### src/common/pfc_pkg.sv
// shared constants and types for the dual-slope pwm timer
package pfc_pkg;

    // register indices on the plain register port
    localparam logic [2:0] REG_CTRL = 3'h0;
    localparam logic [2:0] REG_COUNT = 3'h1;
    localparam logic [2:0] REG_CMP_A = 3'h2;
    localparam logic [2:0] REG_CMP_B = 3'h3;
    localparam logic [2:0] REG_CAPTURE = 3'h4;
    localparam logic [2:0] REG_INT_STATUS = 3'h5;
    localparam logic [2:0] REG_INT_MASK = 3'h6;

    // control register field positions
    localparam int CTRL_WGM_LSB = 0;
    localparam int CTRL_COM_A_LSB = 4;
    localparam int CTRL_COM_B_LSB = 6;
    localparam int CTRL_CS_LSB = 8;
    localparam int CTRL_DDR_LSB = 11;

    // interrupt status / mask bit positions
    localparam int ST_OVF = 0;
    localparam int ST_CMP_A = 1;
    localparam int ST_CMP_B = 2;
    localparam int ST_CAP = 3;

    // waveform mode select codes handled here
    localparam logic [3:0] WGM_PFC_CAPTURE_TOP = 4'h8;
    localparam logic [3:0] WGM_PFC_CMP_A_TOP = 4'h9;

    // compare output mode codes
    localparam logic [1:0] COM_OFF = 2'h0;
    localparam logic [1:0] COM_TOGGLE = 2'h1;
    localparam logic [1:0] COM_NON_INV = 2'h2;
    localparam logic [1:0] COM_INV = 2'h3;

    // clock select codes and prescaler tap masks
    localparam logic [2:0] CS_STOP = 3'h0;
    localparam logic [2:0] CS_DIV1 = 3'h1;
    localparam logic [2:0] CS_DIV8 = 3'h2;
    localparam logic [2:0] CS_DIV64 = 3'h3;
    localparam logic [2:0] CS_DIV256 = 3'h4;
    localparam logic [2:0] CS_DIV1024 = 3'h5;
    localparam logic [9:0] PRE_MASK_DIV1 = 10'h000;
    localparam logic [9:0] PRE_MASK_DIV8 = 10'h007;
    localparam logic [9:0] PRE_MASK_DIV64 = 10'h03f;
    localparam logic [9:0] PRE_MASK_DIV256 = 10'h0ff;
    localparam logic [9:0] PRE_MASK_DIV1024 = 10'h3ff;

    // reset values and count limits
    localparam logic [15:0] BOTTOM = 16'h0000;
    localparam logic [15:0] COUNT_RESET = 16'h0000;
    localparam logic [15:0] CMP_RESET = 16'h0000;
    localparam logic [15:0] TOP_MIN = 16'h0003;

    typedef enum logic [0:0] {
        DIR_UP = 1'b0,
        DIR_DOWN = 1'b1
    } pfc_dir_t;

    // whole state of the timer
    typedef struct packed {
        logic [9:0] pre;
        logic [15:0] count;
        pfc_dir_t dir;
        logic [15:0] buf_a;
        logic [15:0] buf_b;
        logic [15:0] act_a;
        logic [15:0] act_b;
        logic [15:0] capture;
        logic [3:0] wgm;
        logic [1:0] com_a;
        logic [1:0] com_b;
        logic [2:0] cs;
        logic [1:0] ddr;
        logic [1:0] oc;
        logic [3:0] status;
        logic [3:0] mask;
        logic [15:0] rdata;
    } pfc_state_t;

endpackage

### src/rtl/pfc_pwm.sv
// phase and frequency correct pwm timer with two compare channels
`timescale 1ns/10ps
`default_nettype none

// How it works
// RL1 - modes 0x8 and 0x9 run this timer
// RL2 - count climbs zero to top, then descends
// RL3 - non-inverting clears up-match, sets down-match
// RL4 - mode 0x2 non-inverted, 0x3 inverted
// RL5 - top from capture or channel-a compare
// RL6 - count stays at top one tick
// RL7 - compare flag set on each match
// RL8 - overflow flag with buffer load at bottom
// RL9 - top sets channel-a or capture flag
// RL10 - software keeps top above compare values
// RL11 - top at least three, up to 16-bit
// RL12 - zero compare low, top compare high; opposite levels when inverted
// RL13 - channel-a toggle gives square wave in mode 0x9 only
// RL14 - pin driven only when direction bit set
// RL15 - tick from prescaler, five divide choices
// RL16 - tick is enable, single clock only
// RL17 - software prefers channel-a top for retuning
// RL18 - sticky flags, masked level interrupt request
module pfc_pwm (
    // clock and reset
    input wire logic clk,
    input wire logic rst_n,
    // register port
    input wire logic [2:0] reg_addr,
    input wire logic [15:0] reg_wdata,
    input wire logic reg_wr,
    input wire logic reg_rd,
    output logic [15:0] reg_rdata,
    // compare output pins
    output logic [1:0] pwm_out,
    output logic [1:0] pwm_oe,
    // interrupt
    output logic irq
);

    pfc_pkg::pfc_state_t s_q;
    pfc_pkg::pfc_state_t s_d;

    logic pfc_mode;
    logic [15:0] top;
    logic [9:0] pre_mask;
    logic tick;
    logic at_top;
    logic at_bottom;
    logic counting_up;
    logic wr_ctrl;
    logic wr_count;
    logic [1:0] match;
    logic [1:0] pin_en;
    logic [15:0] act [2];
    logic [1:0] com [2];

    assign wr_ctrl = reg_wr && (reg_addr == pfc_pkg::REG_CTRL);
    assign wr_count = reg_wr && (reg_addr == pfc_pkg::REG_COUNT);

    assign pfc_mode = (s_q.wgm == pfc_pkg::WGM_PFC_CAPTURE_TOP)
                   || (s_q.wgm == pfc_pkg::WGM_PFC_CMP_A_TOP); // see RL1

    // double-buffered channel-a top follows period edges, safe to retune
    assign top = (s_q.wgm == pfc_pkg::WGM_PFC_CMP_A_TOP) ? s_q.act_a
                                                         : s_q.capture; // see RL5 see RL17

    // top below three is not guarded; resolution simply drops
    assign at_top = (s_q.count == top); // see RL11
    assign at_bottom = (s_q.count == pfc_pkg::BOTTOM);

    // bottom counts as rising edge, top as falling: gives the extreme levels
    always_comb begin
        if (at_bottom) begin
            counting_up = 1'b1;
        end else if (at_top) begin
            counting_up = 1'b0;
        end else begin
            counting_up = (s_q.dir == pfc_pkg::DIR_UP);
        end
    end // see RL12

    always_comb begin
        case (s_q.cs)
            pfc_pkg::CS_DIV1: pre_mask = pfc_pkg::PRE_MASK_DIV1;
            pfc_pkg::CS_DIV8: pre_mask = pfc_pkg::PRE_MASK_DIV8;
            pfc_pkg::CS_DIV64: pre_mask = pfc_pkg::PRE_MASK_DIV64;
            pfc_pkg::CS_DIV256: pre_mask = pfc_pkg::PRE_MASK_DIV256;
            default: pre_mask = pfc_pkg::PRE_MASK_DIV1024;
        endcase
    end

    // external-clock codes are treated as stopped here
    assign tick = (s_q.cs != pfc_pkg::CS_STOP) && (s_q.cs <= pfc_pkg::CS_DIV1024)
               && ((s_q.pre & pre_mask) == pre_mask); // see RL15 see RL16

    assign act[0] = s_q.act_a;
    assign act[1] = s_q.act_b;
    assign com[0] = s_q.com_a;
    assign com[1] = s_q.com_b;

    // a compare value above top never matches
    generate
        for (genvar ch = 0; ch < 2; ch++) begin : g_chan
            assign match[ch] = tick && pfc_mode && (s_q.count == act[ch]); // see RL7 see RL10
            // toggle only exists on channel a; b treats it as disconnected
            assign pin_en[ch] = s_q.ddr[ch] && ((com[ch] == pfc_pkg::COM_NON_INV)
                             || (com[ch] == pfc_pkg::COM_INV)
                             || ((ch == 0) && (com[ch] == pfc_pkg::COM_TOGGLE))); // see RL14
        end
    endgenerate

    always_comb begin
        logic [3:0] set_ev;
        logic [3:0] clr;
        logic [15:0] rd;
        set_ev = 4'h0;
        clr = 4'h0;
        rd = 16'h0000;
        s_d = s_q;

        // prescaler runs freely on the i/o clock
        s_d.pre = s_q.pre + 10'h001; // see RL15

        // counter motion, one step per tick
        if (tick && pfc_mode) begin
            if (at_bottom) begin
                s_d.act_a = s_q.buf_a; // see RL8
                s_d.act_b = s_q.buf_b;
                set_ev[pfc_pkg::ST_OVF] = 1'b1; // see RL8
                s_d.dir = pfc_pkg::DIR_UP;
                s_d.count = s_q.count + 16'h0001; // see RL2
            end else if (s_q.dir == pfc_pkg::DIR_UP) begin
                if (at_top) begin
                    s_d.dir = pfc_pkg::DIR_DOWN; // see RL6
                    s_d.count = s_q.count - 16'h0001;
                    if (s_q.wgm == pfc_pkg::WGM_PFC_CMP_A_TOP) begin
                        set_ev[pfc_pkg::ST_CMP_A] = 1'b1; // see RL9
                    end else begin
                        set_ev[pfc_pkg::ST_CAP] = 1'b1; // see RL9
                    end
                end else begin
                    s_d.count = s_q.count + 16'h0001; // see RL2
                end
            end else begin
                s_d.count = s_q.count - 16'h0001; // see RL2
            end
        end

        // compare outputs and flags
        if (match[0]) begin
            set_ev[pfc_pkg::ST_CMP_A] = 1'b1; // see RL7
        end
        if (match[1]) begin
            set_ev[pfc_pkg::ST_CMP_B] = 1'b1; // see RL7
        end
        for (int ch = 0; ch < 2; ch++) begin
            if (match[ch]) begin
                case (com[ch])
                    pfc_pkg::COM_NON_INV: s_d.oc[ch] = !counting_up; // see RL3 see RL4
                    pfc_pkg::COM_INV: s_d.oc[ch] = counting_up; // see RL3 see RL4
                    pfc_pkg::COM_TOGGLE: begin
                        if (ch == 0 && s_q.wgm == pfc_pkg::WGM_PFC_CMP_A_TOP) begin
                            s_d.oc[ch] = !s_q.oc[ch]; // see RL13
                        end
                    end
                    default: s_d.oc[ch] = s_q.oc[ch];
                endcase
            end
        end

        // register writes; a count write overrides the tick step
        if (reg_wr) begin
            case (reg_addr)
                pfc_pkg::REG_CTRL: begin
                    s_d.wgm = reg_wdata[pfc_pkg::CTRL_WGM_LSB +: 4];
                    s_d.com_a = reg_wdata[pfc_pkg::CTRL_COM_A_LSB +: 2];
                    s_d.com_b = reg_wdata[pfc_pkg::CTRL_COM_B_LSB +: 2];
                    s_d.cs = reg_wdata[pfc_pkg::CTRL_CS_LSB +: 3];
                    s_d.ddr = reg_wdata[pfc_pkg::CTRL_DDR_LSB +: 2];
                end
                pfc_pkg::REG_COUNT: s_d.count = reg_wdata;
                pfc_pkg::REG_CMP_A: s_d.buf_a = reg_wdata;
                pfc_pkg::REG_CMP_B: s_d.buf_b = reg_wdata;
                pfc_pkg::REG_CAPTURE: s_d.capture = reg_wdata;
                pfc_pkg::REG_INT_STATUS: clr = reg_wdata[3:0];
                pfc_pkg::REG_INT_MASK: s_d.mask = reg_wdata[3:0];
                default: s_d.mask = s_q.mask;
            endcase
        end

        // set wins over a write-one clear in the same cycle
        s_d.status = (s_q.status & ~clr) | set_ev; // see RL18

        // read data appears the cycle after the strobe
        case (reg_addr)
            pfc_pkg::REG_CTRL: begin
                rd[pfc_pkg::CTRL_WGM_LSB +: 4] = s_q.wgm;
                rd[pfc_pkg::CTRL_COM_A_LSB +: 2] = s_q.com_a;
                rd[pfc_pkg::CTRL_COM_B_LSB +: 2] = s_q.com_b;
                rd[pfc_pkg::CTRL_CS_LSB +: 3] = s_q.cs;
                rd[pfc_pkg::CTRL_DDR_LSB +: 2] = s_q.ddr;
            end
            pfc_pkg::REG_COUNT: rd = s_q.count;
            pfc_pkg::REG_CMP_A: rd = s_q.buf_a;
            pfc_pkg::REG_CMP_B: rd = s_q.buf_b;
            pfc_pkg::REG_CAPTURE: rd = s_q.capture;
            pfc_pkg::REG_INT_STATUS: rd = {12'h000, s_q.status};
            pfc_pkg::REG_INT_MASK: rd = {12'h000, s_q.mask};
            default: rd = 16'h0000;
        endcase
        s_d.rdata = reg_rd ? rd : 16'h0000;
    end

    always_ff @(posedge clk) begin
        if (!rst_n) begin
            s_q <= '{
                pre: 10'h000,
                count: pfc_pkg::COUNT_RESET,
                dir: pfc_pkg::DIR_UP,
                buf_a: pfc_pkg::CMP_RESET,
                buf_b: pfc_pkg::CMP_RESET,
                act_a: pfc_pkg::CMP_RESET,
                act_b: pfc_pkg::CMP_RESET,
                capture: pfc_pkg::CMP_RESET,
                wgm: 4'h0,
                com_a: pfc_pkg::COM_OFF,
                com_b: pfc_pkg::COM_OFF,
                cs: pfc_pkg::CS_STOP,
                ddr: 2'h0,
                oc: 2'h0,
                status: 4'h0,
                mask: 4'h0,
                rdata: 16'h0000
            };
        end else begin
            s_q <= s_d;
        end
    end

    assign reg_rdata = s_q.rdata;
    assign pwm_out = s_q.oc & pin_en; // see RL14
    assign pwm_oe = pin_en;
    assign irq = |(s_q.status & s_q.mask); // see RL18
endmodule

`default_nettype wire

### config.mk
export PLATFORM = sky130hd
export DESIGN_NAME = pfc_pwm
export DESIGN_NICKNAME = d
export VERILOG_FILES = /design/src/common/pfc_pkg.sv /design/src/rtl/pfc_pwm.sv
export SDC_FILE = /design/constraint.sdc
export NUM_CORES = 1
export LEC_CHECK = 0
export BUFFER_PORTS_ARGS = -buffer_cell sky130_fd_sc_hd__buf_2
export CORE_ASPECT_RATIO = 0.7
export CORE_UTILIZATION = 40
export CTS_BUF_LIST = sky130_fd_sc_hd__clkbuf_4 sky130_fd_sc_hd__clkbuf_8
export DETAILED_ROUTE_END_ITERATION = 6
export GPL_ROUTABILITY_DRIVEN = 0
export MAX_ROUTING_LAYER = met4
export PLACE_DENSITY_LB_ADDON = 0.12
export SYNTH_ARGS = -nofsm -noshare
export SYNTH_HDL_FRONTEND = slang
export SYNTH_SLANG_ARGS = --single-unit
### constraint.sdc
create_clock -name clk -period 6.4 [get_ports clk]
set_input_delay 0 -clock clk [delete_from_list [all_inputs] [get_ports clk]]
set_output_delay 0 -clock clk [all_outputs]
set_load 0.02 [all_outputs]
Word-level counts from Yosys, hierarchy flattened
Index checks and enable logic that the tools add are counted.
W data, S select, Z words.
{"block": "op_classes", "addsub": 3, "magnitude_cmp": 1, "n_eq_ne": 22, "muxes": 32, "n_bitwise": 7, "n_reduce_logical": 28}
{"op": "$pmux W13 S7", "n": 1}
{"op": "$mux W16", "n": 5}
{"op": "$eq A16 B16 Y1", "n": 3}
{"op": "$pmux W10 S4", "n": 1}
{"op": "$mux W17", "n": 2}
{"op": "$mux W1", "n": 17}
{"op": "$add A16 B1 Y16 const B", "n": 1}
{"op": "$logic_not A16 Y1", "n": 1}
{"op": "$reduce_and A2 Y1", "n": 8}
{"op": "$sub A16 B1 Y16 const B", "n": 1}
{"op": "$eq A3 B2 Y1 const B", "n": 4}
{"op": "$eq A3 B3 Y1 const B", "n": 4}
{"op": "$pmux W3 S4", "n": 1}
{"op": "$add A10 B1 Y10 const B", "n": 1}
{"op": "$and A10 B10 Y10", "n": 1}
{"op": "$eq A10 B10 Y1", "n": 1}
{"op": "$and A4 B4 Y4", "n": 2}
{"op": "$eq A2 B2 Y1 const B", "n": 4}
{"op": "$eq A4 B4 Y1 const B", "n": 2}
{"op": "$mux W4", "n": 2}
{"op": "$logic_and A1 B1 Y1", "n": 7}
{"op": "$eq A3 B1 Y1 const B", "n": 2}
{"op": "$reduce_bool A3 Y1", "n": 2}
{"op": "$logic_or A1 B1 Y1", "n": 4}
{"op": "15 further kinds", "n": 16}
{"block": "totals", "register_bits": 146, "inputBits": 23, "output_inout_bits": 21, "word_cells": 111}

Logic depth before layout (Yosys ltp)
Gate-level depths: netlist of the first run.
{"block": "depth", "ltp_word": 9, "mapped_depth": 12, "ltp_nobuf": 10}

Worst setup path after synthesis of the first run
No wires, ideal clock.
{"block": "synth_path", "path_type": "reg-to-reg", "startpoint": "register s_q[121] (netlist name)", "endpoint": "register s_q[128] (netlist name)", "setup_ns": 0.129, "arrival_ns": 2.614, "required_time_ns": 6.271, "setup_slack_ns": 3.657, "stages_incl_launch_ff": 13, "path_buffers": 3, "period_less_slack_ns": 2.743, "cell_sequence": "dfxtp_1 buf_2 inv_1 ha_1 or3b_2 nor2_1 nand2_1 or3_1 buf_2 buf_2 a211oi_1 o211ai_1 nor3b_2"}
{"block": "synth_via", "elab_chain_len": 7, "elab_cells_between_ends": 10, "classes_between": "add/sub: 2; eq/ne: 1; mux: 6; reduce/logical: 1"}
{"item": "from (decl)", "line": "pfc_pwm.sv:41", "rtl": "pfc_pkg::pfc_state_t s_q;"}
{"item": "from (signal assigned)", "line": "pfc_pwm.sv:217", "rtl": "s_q <= '{"}
{"item": "$add A16 B1 Y16, or another cell as far along", "line": "pfc_pwm.sv:132, pfc_pwm.sv:143"}
{"item": "$mux W16", "line": "pfc_pwm.sv:134", "rtl": "if (at_top) begin"}
{"item": "$mux W16", "line": "pfc_pwm.sv:133", "rtl": "end else if (s_q.dir == pfc_pkg::DIR_UP) begin"}
{"item": "$mux W17 *", "line": "pfc_pwm.sv:127", "rtl": "if (at_bottom) begin"}
{"item": "$mux W17 *", "line": "pfc_pwm.sv:126", "rtl": "if (tick && pfc_mode) begin"}
{"item": "$mux W16", "line": "pfc_pwm.sv:174", "rtl": "case (reg_addr)"}
{"item": "$mux W16 *", "line": "pfc_pwm.sv:173", "rtl": "if (reg_wr) begin"}
Mark *: on every way between the ends. The rest lies on a longest branch, timed or not.
A chain may end at the register's enable or synchronous reset.

Worst setup path in the final report of the first run
{"block": "layout_path", "startpoint": "register s_q[120] (netlist name)", "endpoint": "register s_q, in the netlist act[19]"}
{"block": "layout_via", "elab_chain_len": 2}
{"item": "$logic_not A16 Y1", "line": "pfc_pwm.sv:70", "rtl": "assign at_bottom = (s_q.count == pfc_pkg::BOTTOM);"}
{"item": "$reduce_and A2 Y1 (no source line)"}
No other way between the ends.

==> results of run 1 <==
==> layout by cell type, fill, tap and decap left out, drive strengths merged, types with 7 or more instances in the layout <==
cell type    instances
clkbuf              19
and2                10
a22oi               15
xor2                32
o21ai               21
and3                12
a21oi              114
or3b                 7
nor2                57
buf                 50
mux4                10
nand2              229
inv                 15
dlygate4sd3         18
a32oi                7
nor3                26
dfxtp              146
nand3               27
xnor2               18
mux2i               15
nor4                15
==> layer usage <==
layer	track usage [%]	vias up	wire length (um)
li1	-	3275	-
met4	11.8	0	700
met3	4.51	42	1900
met1	38.5	3246	12100
met5	-	-	0
met2	37.6	284	10000
==> sequential cells by signal, indices dropped and copies added (netlist names) <==
register   count
act           32
com            4
reg_rdata     16
s_q           94
==> final cells by class <==
cell class | instances | area, um^2 | share of cell area, %
Clock buffer | 19 | 262 | 3.15
Clock inverter | 13 | 198 | 2.38
Inverter | 12 | 47.5 | 0.572
Multi-Input combinational cell | 703 | 4140 | 49.8
Sequential cell | 146 | 2920 | 35.2
Tap cell | 236 | 295 | 3.55
Timing Repair Buffer | 68 | 448 | 5.39
==> through the flow <==
step	instances	cell area [um^2]	setup slack (ns)	total power, W	util, %
after CTS	1197	8310	2.89	0.00221	45.6
after floorplan	950	7540	3.66	0.00126	-
after global routing	1197	8310	2.57	0.00229	45.6
after global placement	1147	7670	3.03	0.00136	42.1
after detailed placement	1147	7670	2.87	0.00135	42.1
final	1197	8310	2.84	0.00220	45.6
==> worst max-delay path, stage by stage, from the launching register on <==
cell,delay (ns)
dfxtp_1,0.43
inv_1,0.14
ha_1,0.16
or3b_2,0.49
nor2_1,0.28
nand2_1,0.17
nor3_2,0.92
nand2_1,0.27
buf_4,0.33
nand2_1,0.12
a21oi_1,0.07
==> kinds of logic after synthesis <==
logic type	count (synthesis)
flip-flops	146
multiplexers	29
AND/OR/NAND/NOR	416
AO/OA/AOI/OAI	205
adder cells (fa/ha/maj)	3
XOR/XNOR	50
buffers and inverters	101
==> where the power goes <==
group | internal (W) | total [W] | switching (W)
clock network | 0.000453 | 0.000854 | 0.000401
registers | 0.000930 | 0.000982 | 0.0000517
logic | 0.000128 | 0.000367 | 0.000239
==> worst min path at each step <==
stage                        from                       end  slack, ns  cells past startpoint
floorplan           reg_wdata[13]     s_q[100]$_SDFFE_PN0P_       0.14                      2
global placement    reg_wdata[12]      s_q[51]$_SDFFE_PN0P_       0.31                      3
detailed placement  reg_wdata[15]     s_q[102]$_SDFFE_PN0P_       0.32                      3
CTS                   reg_addr[2]  reg_rdata[14]$_SDFF_PN0_       0.08                      4
global route          reg_addr[2]  reg_rdata[13]$_SDFF_PN0_       0.14                      4
finish                reg_addr[2]  reg_rdata[14]$_SDFF_PN0_       0.12                      4
==> key figures, run 1 <==
Setup path
  • Crit path max fanout: 30
  • Reg2reg end: act[19]$_SDFFE_PN0P_
  • Crit Path Category: reg -> reg
  • CP Launch Type: register
  • Setup crit start: s_q[120]$_SDFF_PN0_
  • CP Capture Type: register
  • Worst setup path endpoint: act[19]$_SDFFE_PN0P_
  • Crit path arrival time: 3.88 ns
  • FF-to-FF setup slack: 2.84 ns
  • Worst path required time: 6.72 ns
  • Worst R2R Path Depth: 10
  • R2R Path Start: s_q[120]$_SDFF_PN0_

Clock tree
  • CTS tree: done
  • Reg clk slew, reported paths: 0.09 ns
  • CTS Buf Count: 17
  • Root Buffer: clkbuf_8
  • CTS Sinks: 146
  • Skew-Pair Late Insertion Delay: 0.47 ns
  • H-tree Lvls: 4
  • Post-CTS sizing: 0
  • Cts hold-fix bufs: 18
  • Clock Tree Buf Depth: 2
  • Post-CTS setup buffer count: 0

Floorplanning
  • Full die area: 0.0194 mm^2
  • Num ports: 44
  • Core box area: 0.0182 mm^2
  • Chip height: 117 um
  • Row count: 41
  • Starting density of the core: 41.4%
  • Die Wd: 166 um

Synthesis
  • Mapped cell area: 0.00754 mm^2
  • Synth Area in Compound Gates: 17.1%
  • YS warnings: 0
  • Post-synthesis adder-cell area fraction: 0.498%
  • Synth area leader: dfxtp_1
  • Async set or reset register ratio after synthesis: 0%
  • Top_reg_cell synth: dfxtp_1
  • Post-Syn Instances: 950
  • Post-synthesis mux area share: 5.57%
  • Synth top area cells: dfxtp_1 39%, nand2_1 11%, a21oi_1 7.6%
  • Main combinational cell family by area after synthesis: simple AND/OR/NAND/NOR gates
  • Synth Area per Inst: 7.94 um^2
  • Syn nets: 976
  • Synth Register Bits: 146
  • Post-synthesis sequential area ratio: 38.7%
  • Post-Synth XOR/XNOR Area: 5.90%
  • Dominant cell by count in the synthesized netlist: nand2_1
  • Synth top cells by count: 229 x nand2_1, 146 x dfxtp_1, 114 x a21oi_1
  • Share of the synthesized area in the top cell type: 38.7%
  • Synth Area in Simple Gates: 25.6%
  • Post-synth EDFFs: 0
  • Synth unique cells: 75

Status
  • Result of the run: finished, violations left
  • Failing checks: DRC

STA
  • Period utilization: 55.6%
  • Endpoints failing setup: 0
  • Max_slew headroom: 22.8%
  • FMAX: 281 MHz
  • Hold_ws: 0.115 ns
  • Final-report hold violation count: 0
  • Worst Tran Pin Value: 1.16 ns
  • RSZ-0062 raised after global routing: no
  • Fin crit period: 3.56 ns
  • Final Max Slew Viols: 0
  • Final Skew: 0.0115 ns
  • Setup tns final: 0 ns

Routing
  • Drt via density: 5.72
  • Drt pass-1 iters: 7
  • 1st-iter DRT viols: 753
  • DRC viols: 1
  • DR vias: 6847
  • Post-route ant nets: 0
  • WL final: 24800 um
  • Wire length per cell: 20.7 um

Worst hold path
  • Min-delay worst type: in -> reg

Pwr
  • Leak Pwr: 3.03 nW
  • Power density over cell area: 265 mW/mm^2
  • VDD IR max: 113 uV

Finish
  • Share of layout cells above drive strength 1: 12.6%
  • Layout overhead on the synthesized area: 10.2%
  • Final #Nets: 974
  • ANT cells: 0
  • Fillcell total: 1828

GRT
  • Largest net degree at the start of global routing: 84
  • Initial antenna violation count: 0
  • GRT Util Overall: 27.1%
  • Vias in the first global route: 6264
  • GR Overflow Total: 0
  • First-pass GRT wire length: 38100 um

Place
  • PortBufs: 43
  • DPL Wire Length: 17300 um

Flow run
  • Max-cap violation count: 0
Note: power is estimated with default switching activity, not from simulation.
==> run 2, diff against run 1 <==
clock period = 3.1 ns   (was 6.4 ns; I/O delays follow)
==> run 2 against run 1 <==
Net effect: wire length increased by 3.1%; first-iteration DRC count is 21% lower; worst setup slack worse by 2.7 ns; critical endpoint is now s_q[124]$_SDFF_PN0_; utilization is 0.68 points higher; cell area up 1.5%; the flow still finishes with violations (DRC).
==> key figures, run 2 (synthesis results as in run 1) <==
GRT
  • GR Overflow Total: 0 (unchanged)
  • First-pass GRT wire length: 39000 um (+2.5%)
  • Largest net degree at the start of global routing: 76 (-9.5%)
  • Initial antenna violation count: 0 (unchanged)
  • Vias in the first global route: 6385 (+1.9%)
  • GRT Util Overall: 27.8% (+0.72 points)

Setup path
  • Cell Chain, Critical Path: nor4bb_2 > buf_4 > a211oi_1 > nand4_1 > a21oi_1 > a31o_2 > nand2_1 > a2111oi_1 > a211oi_2
  • R2R Path Start: s_q[38]$_SDFFE_PN0P_
  • Worst R2R Path Depth: 9 (-1)
  • Crit path arrival time: 3.34 ns (-0.54 ns)
  • FF-to-FF setup slack: 0.09 ns (-2.75 ns)
  • Reg2reg end: s_q[124]$_SDFF_PN0_
  • CP Capture Type: register
  • Worst path required time: 3.43 ns (-3.29 ns)
  • CP Launch Type: register
  • Crit path max fanout: 15 (-50%)
  • Crit-path slowest cell: a2111oi_1
  • Largest stage delay, worst path: 0.50 ns (-0.42 ns)
  • Setup crit start: s_q[38]$_SDFFE_PN0P_
  • Crit Path Category: reg -> reg

Finish
  • Layout overhead on the synthesized area: 11.8%
  • Fillcell total: 1838 (+0.55%)
  • Commonest non-fill, non-tap cell in the layout: nand2_1
  • Filler-free cell count of the finished design: 1221 (+2.0%)
  • Design Area, Final: 0.00844 mm^2 (+1.5%)
  • Final #Nets: 998 (+2.5%)
  • Most frequent cells in the layout: 229 x nand2_1, 146 x dfxtp_1, 114 x a21oi_1, 54 x nor2_1, 43 x buf_2
  • Share of layout cells above drive strength 1: 14.9% (+2.3 points)
  • Biggest register: s_q
  • ANT cells: 0 (unchanged)
  • Number of flip-flops in the largest register: 94 (unchanged)

Routing
  • Post-route ant nets: 0 (unchanged)
  • Top sig layer: met4
  • Wire length per cell: 20.9 um (+1.0%)
  • WL final: 25500 um (+3.1%)
  • 1st-iter DRT viols: 594 (-21%)
  • Post-Route M1 WL: 12400 um (+2.1%)
  • DR vias: 6922 (+1.1%)
  • Drt pass-1 iters: 7 (unchanged)
  • Drt via density: 5.67 (-0.89%)
  • DRC viols: 1 (unchanged)
  • Metal3 WL: 1720 um (-9.2%)
  • Metal2 WL: 11000 um (+9.6%)

Place
  • PortBufs: 43 (unchanged)
  • Post-Place Cell Area: 0.00789 mm^2 (+2.8%)
  • DP Cell Count: 1172 (+2.2%)
  • Placement Setup Slack: 0.239 ns (-2.63 ns)
  • DPL Wire Length: 17900 um (+3.3%)

Worst hold path
  • HP Start: reg_rd
  • Min-delay worst type: in -> reg
  • Worst Hold End: reg_rdata[14]$_SDFF_PN0_
  • WHS Path Cells: 3 (-1)

Clock tree
  • Root Buffer: clkbuf_8
  • Reg clk slew, reported paths: 0.08 ns (about the same)
  • CTS Sinks: 146 (unchanged)
  • H-tree Lvls: 4 (unchanged)
  • CTS Buf Count: 17 (unchanged)
  • Post-CTS setup buffer count: 0 (unchanged)
  • CTS tree: done
  • Clock Tree Buf Depth: 2 (unchanged)
  • Skew-Pair Late Insertion Delay: 0.47 ns (about the same)

Floorplanning
  • Row count: 41 (unchanged)
  • Chip height: 117 um (unchanged)
  • Full die area: 0.0194 mm^2 (unchanged)
  • Num ports: 44 (unchanged)
  • Die Wd: 166 um (unchanged)
  • Starting density of the core: 41.4% (unchanged)
  • Core box area: 0.0182 mm^2 (unchanged)

STA
  • Fin crit period: 3.01 ns (-0.553 ns)
  • Endpoints failing setup: 0 (unchanged)
  • FMAX: 333 MHz (+18%)
  • Final-report hold violation count: 0 (unchanged)
  • Setup tns final: 0 ns (unchanged)
  • RSZ-0062 raised after global routing: no
  • Final Max Slew Viols: 0 (unchanged)
  • Max_slew headroom: 29.2% (+6.5 points)
  • Setup WS post-layout: 0.0945 ns (-2.75 ns)
  • Worst Tran Pin Value: 1.06 ns (-0.102 ns)
  • Period utilization: 97.0% (+41 points)
  • Final Skew: 0.0133 ns (+0.00179 ns)

Status
  • Failing checks: DRC
  • Result of the run: finished, violations left

Pwr
  • Power density over cell area: 519 mW/mm^2 (+96%)
  • Combinational group share of total power: 20.4% (+3.8 points)
  • Internal power: 0.00294 W (+95%)
  • VDD IR max: 201 uV (+77%)
  • Switching share of total power: 32.8% (+1.4 points)
  • Leak Pwr: 3.13 nW (+3.2%)
  • Sequential Power Share: 45.6% (+1.0 points)
  • P_sw: 0.00143 W (+110%)
  • Clock power frac: 33.9% (-4.9 points)

Flow run
  • Max-cap violation count: 0 (unchanged)
## run 2: cell count changes in the layout (fill, tap and decap cells not counted), sizes merged
cell,change
clkinvlp,+1
inv,-1
clkbuf,+1
buf,+25
dlygate4sd3,-1
bufinv,-3
clkinv,+2
## run 2: power groups by stage
stage                     Combinational, W  Sequential, W  Clock [W]
final                             0.000894        0.00200    0.00148
after global routing              0.000952        0.00200    0.00158
after CTS                         0.000876        0.00199    0.00150
after detailed placement          0.000855        0.00204          0
after global placement            0.000860        0.00204          0
after floorplan                   0.000621        0.00199          0
## run 2: worst max-delay path by stage
stage / slack (ns) / to
5_1_grt: 0.06 / s_q[124]$_SDFF_PN0_
4_1_cts: 0.22 / s_q[124]$_SDFF_PN0_
3_5_place_dp: 0.24 / s_q[124]$_SDFF_PN0_
6_report: 0.09 / s_q[124]$_SDFF_PN0_
2_1_floorplan: 0.36 / s_q[128]$_SDFF_PN0_
3_3_place_gp: 0.26 / s_q[128]$_SDFF_PN0_
## run 2: cell type report
cell class / instances / area, um^2 / area share [%]
Multi-Input combinational cell: 703 / 4140 / 49.1
Sequential cell: 146 / 2920 / 34.6
Timing Repair Buffer: 92 / 651 / 7.71
Tap cell: 236 / 295 / 3.50
Clock buffer: 20 / 269 / 3.19
Clock inverter: 12 / 106 / 1.26
Inverter: 12 / 47.5 / 0.564
## run 2: metrics by stage
stage | hold slack (ns) | power [W] | utilization [%]
finish | 0.0237 | 0.00437 | 46.3
floorplan | 0.136 | 0.00261 | -
global route | 0.00906 | 0.00453 | 46.3
CTS | 0.00351 | 0.00437 | 46.3
global placement | 0.316 | 0.00290 | 43.3
detailed placement | 0.317 | 0.00289 | 43.3
## run 2: what timing repair did
item                       CTS  global route
hold buffers                17             0
setup endpoints to repair    0             2
hold endpoints to repair    83             0
gates resized for setup      0             1
## run 2: critical path, delay by kind of cell, from the launching register on
kind / cells / cell delay (ns)
simple gates: 3 / 0.61
flops: 1 / 0.35
compound gates: 5 / 1.71
buf+inv: 1 / 0.20
## run 2: layer usage
layer | track usage (%) | vias to the layer above
met5 | - | -
met3 | 5.62 | 29
met2 | 41.5 | 263
met1 | 38.4 | 3299
met4 | 7.17 | 0
li1 | - | 3331
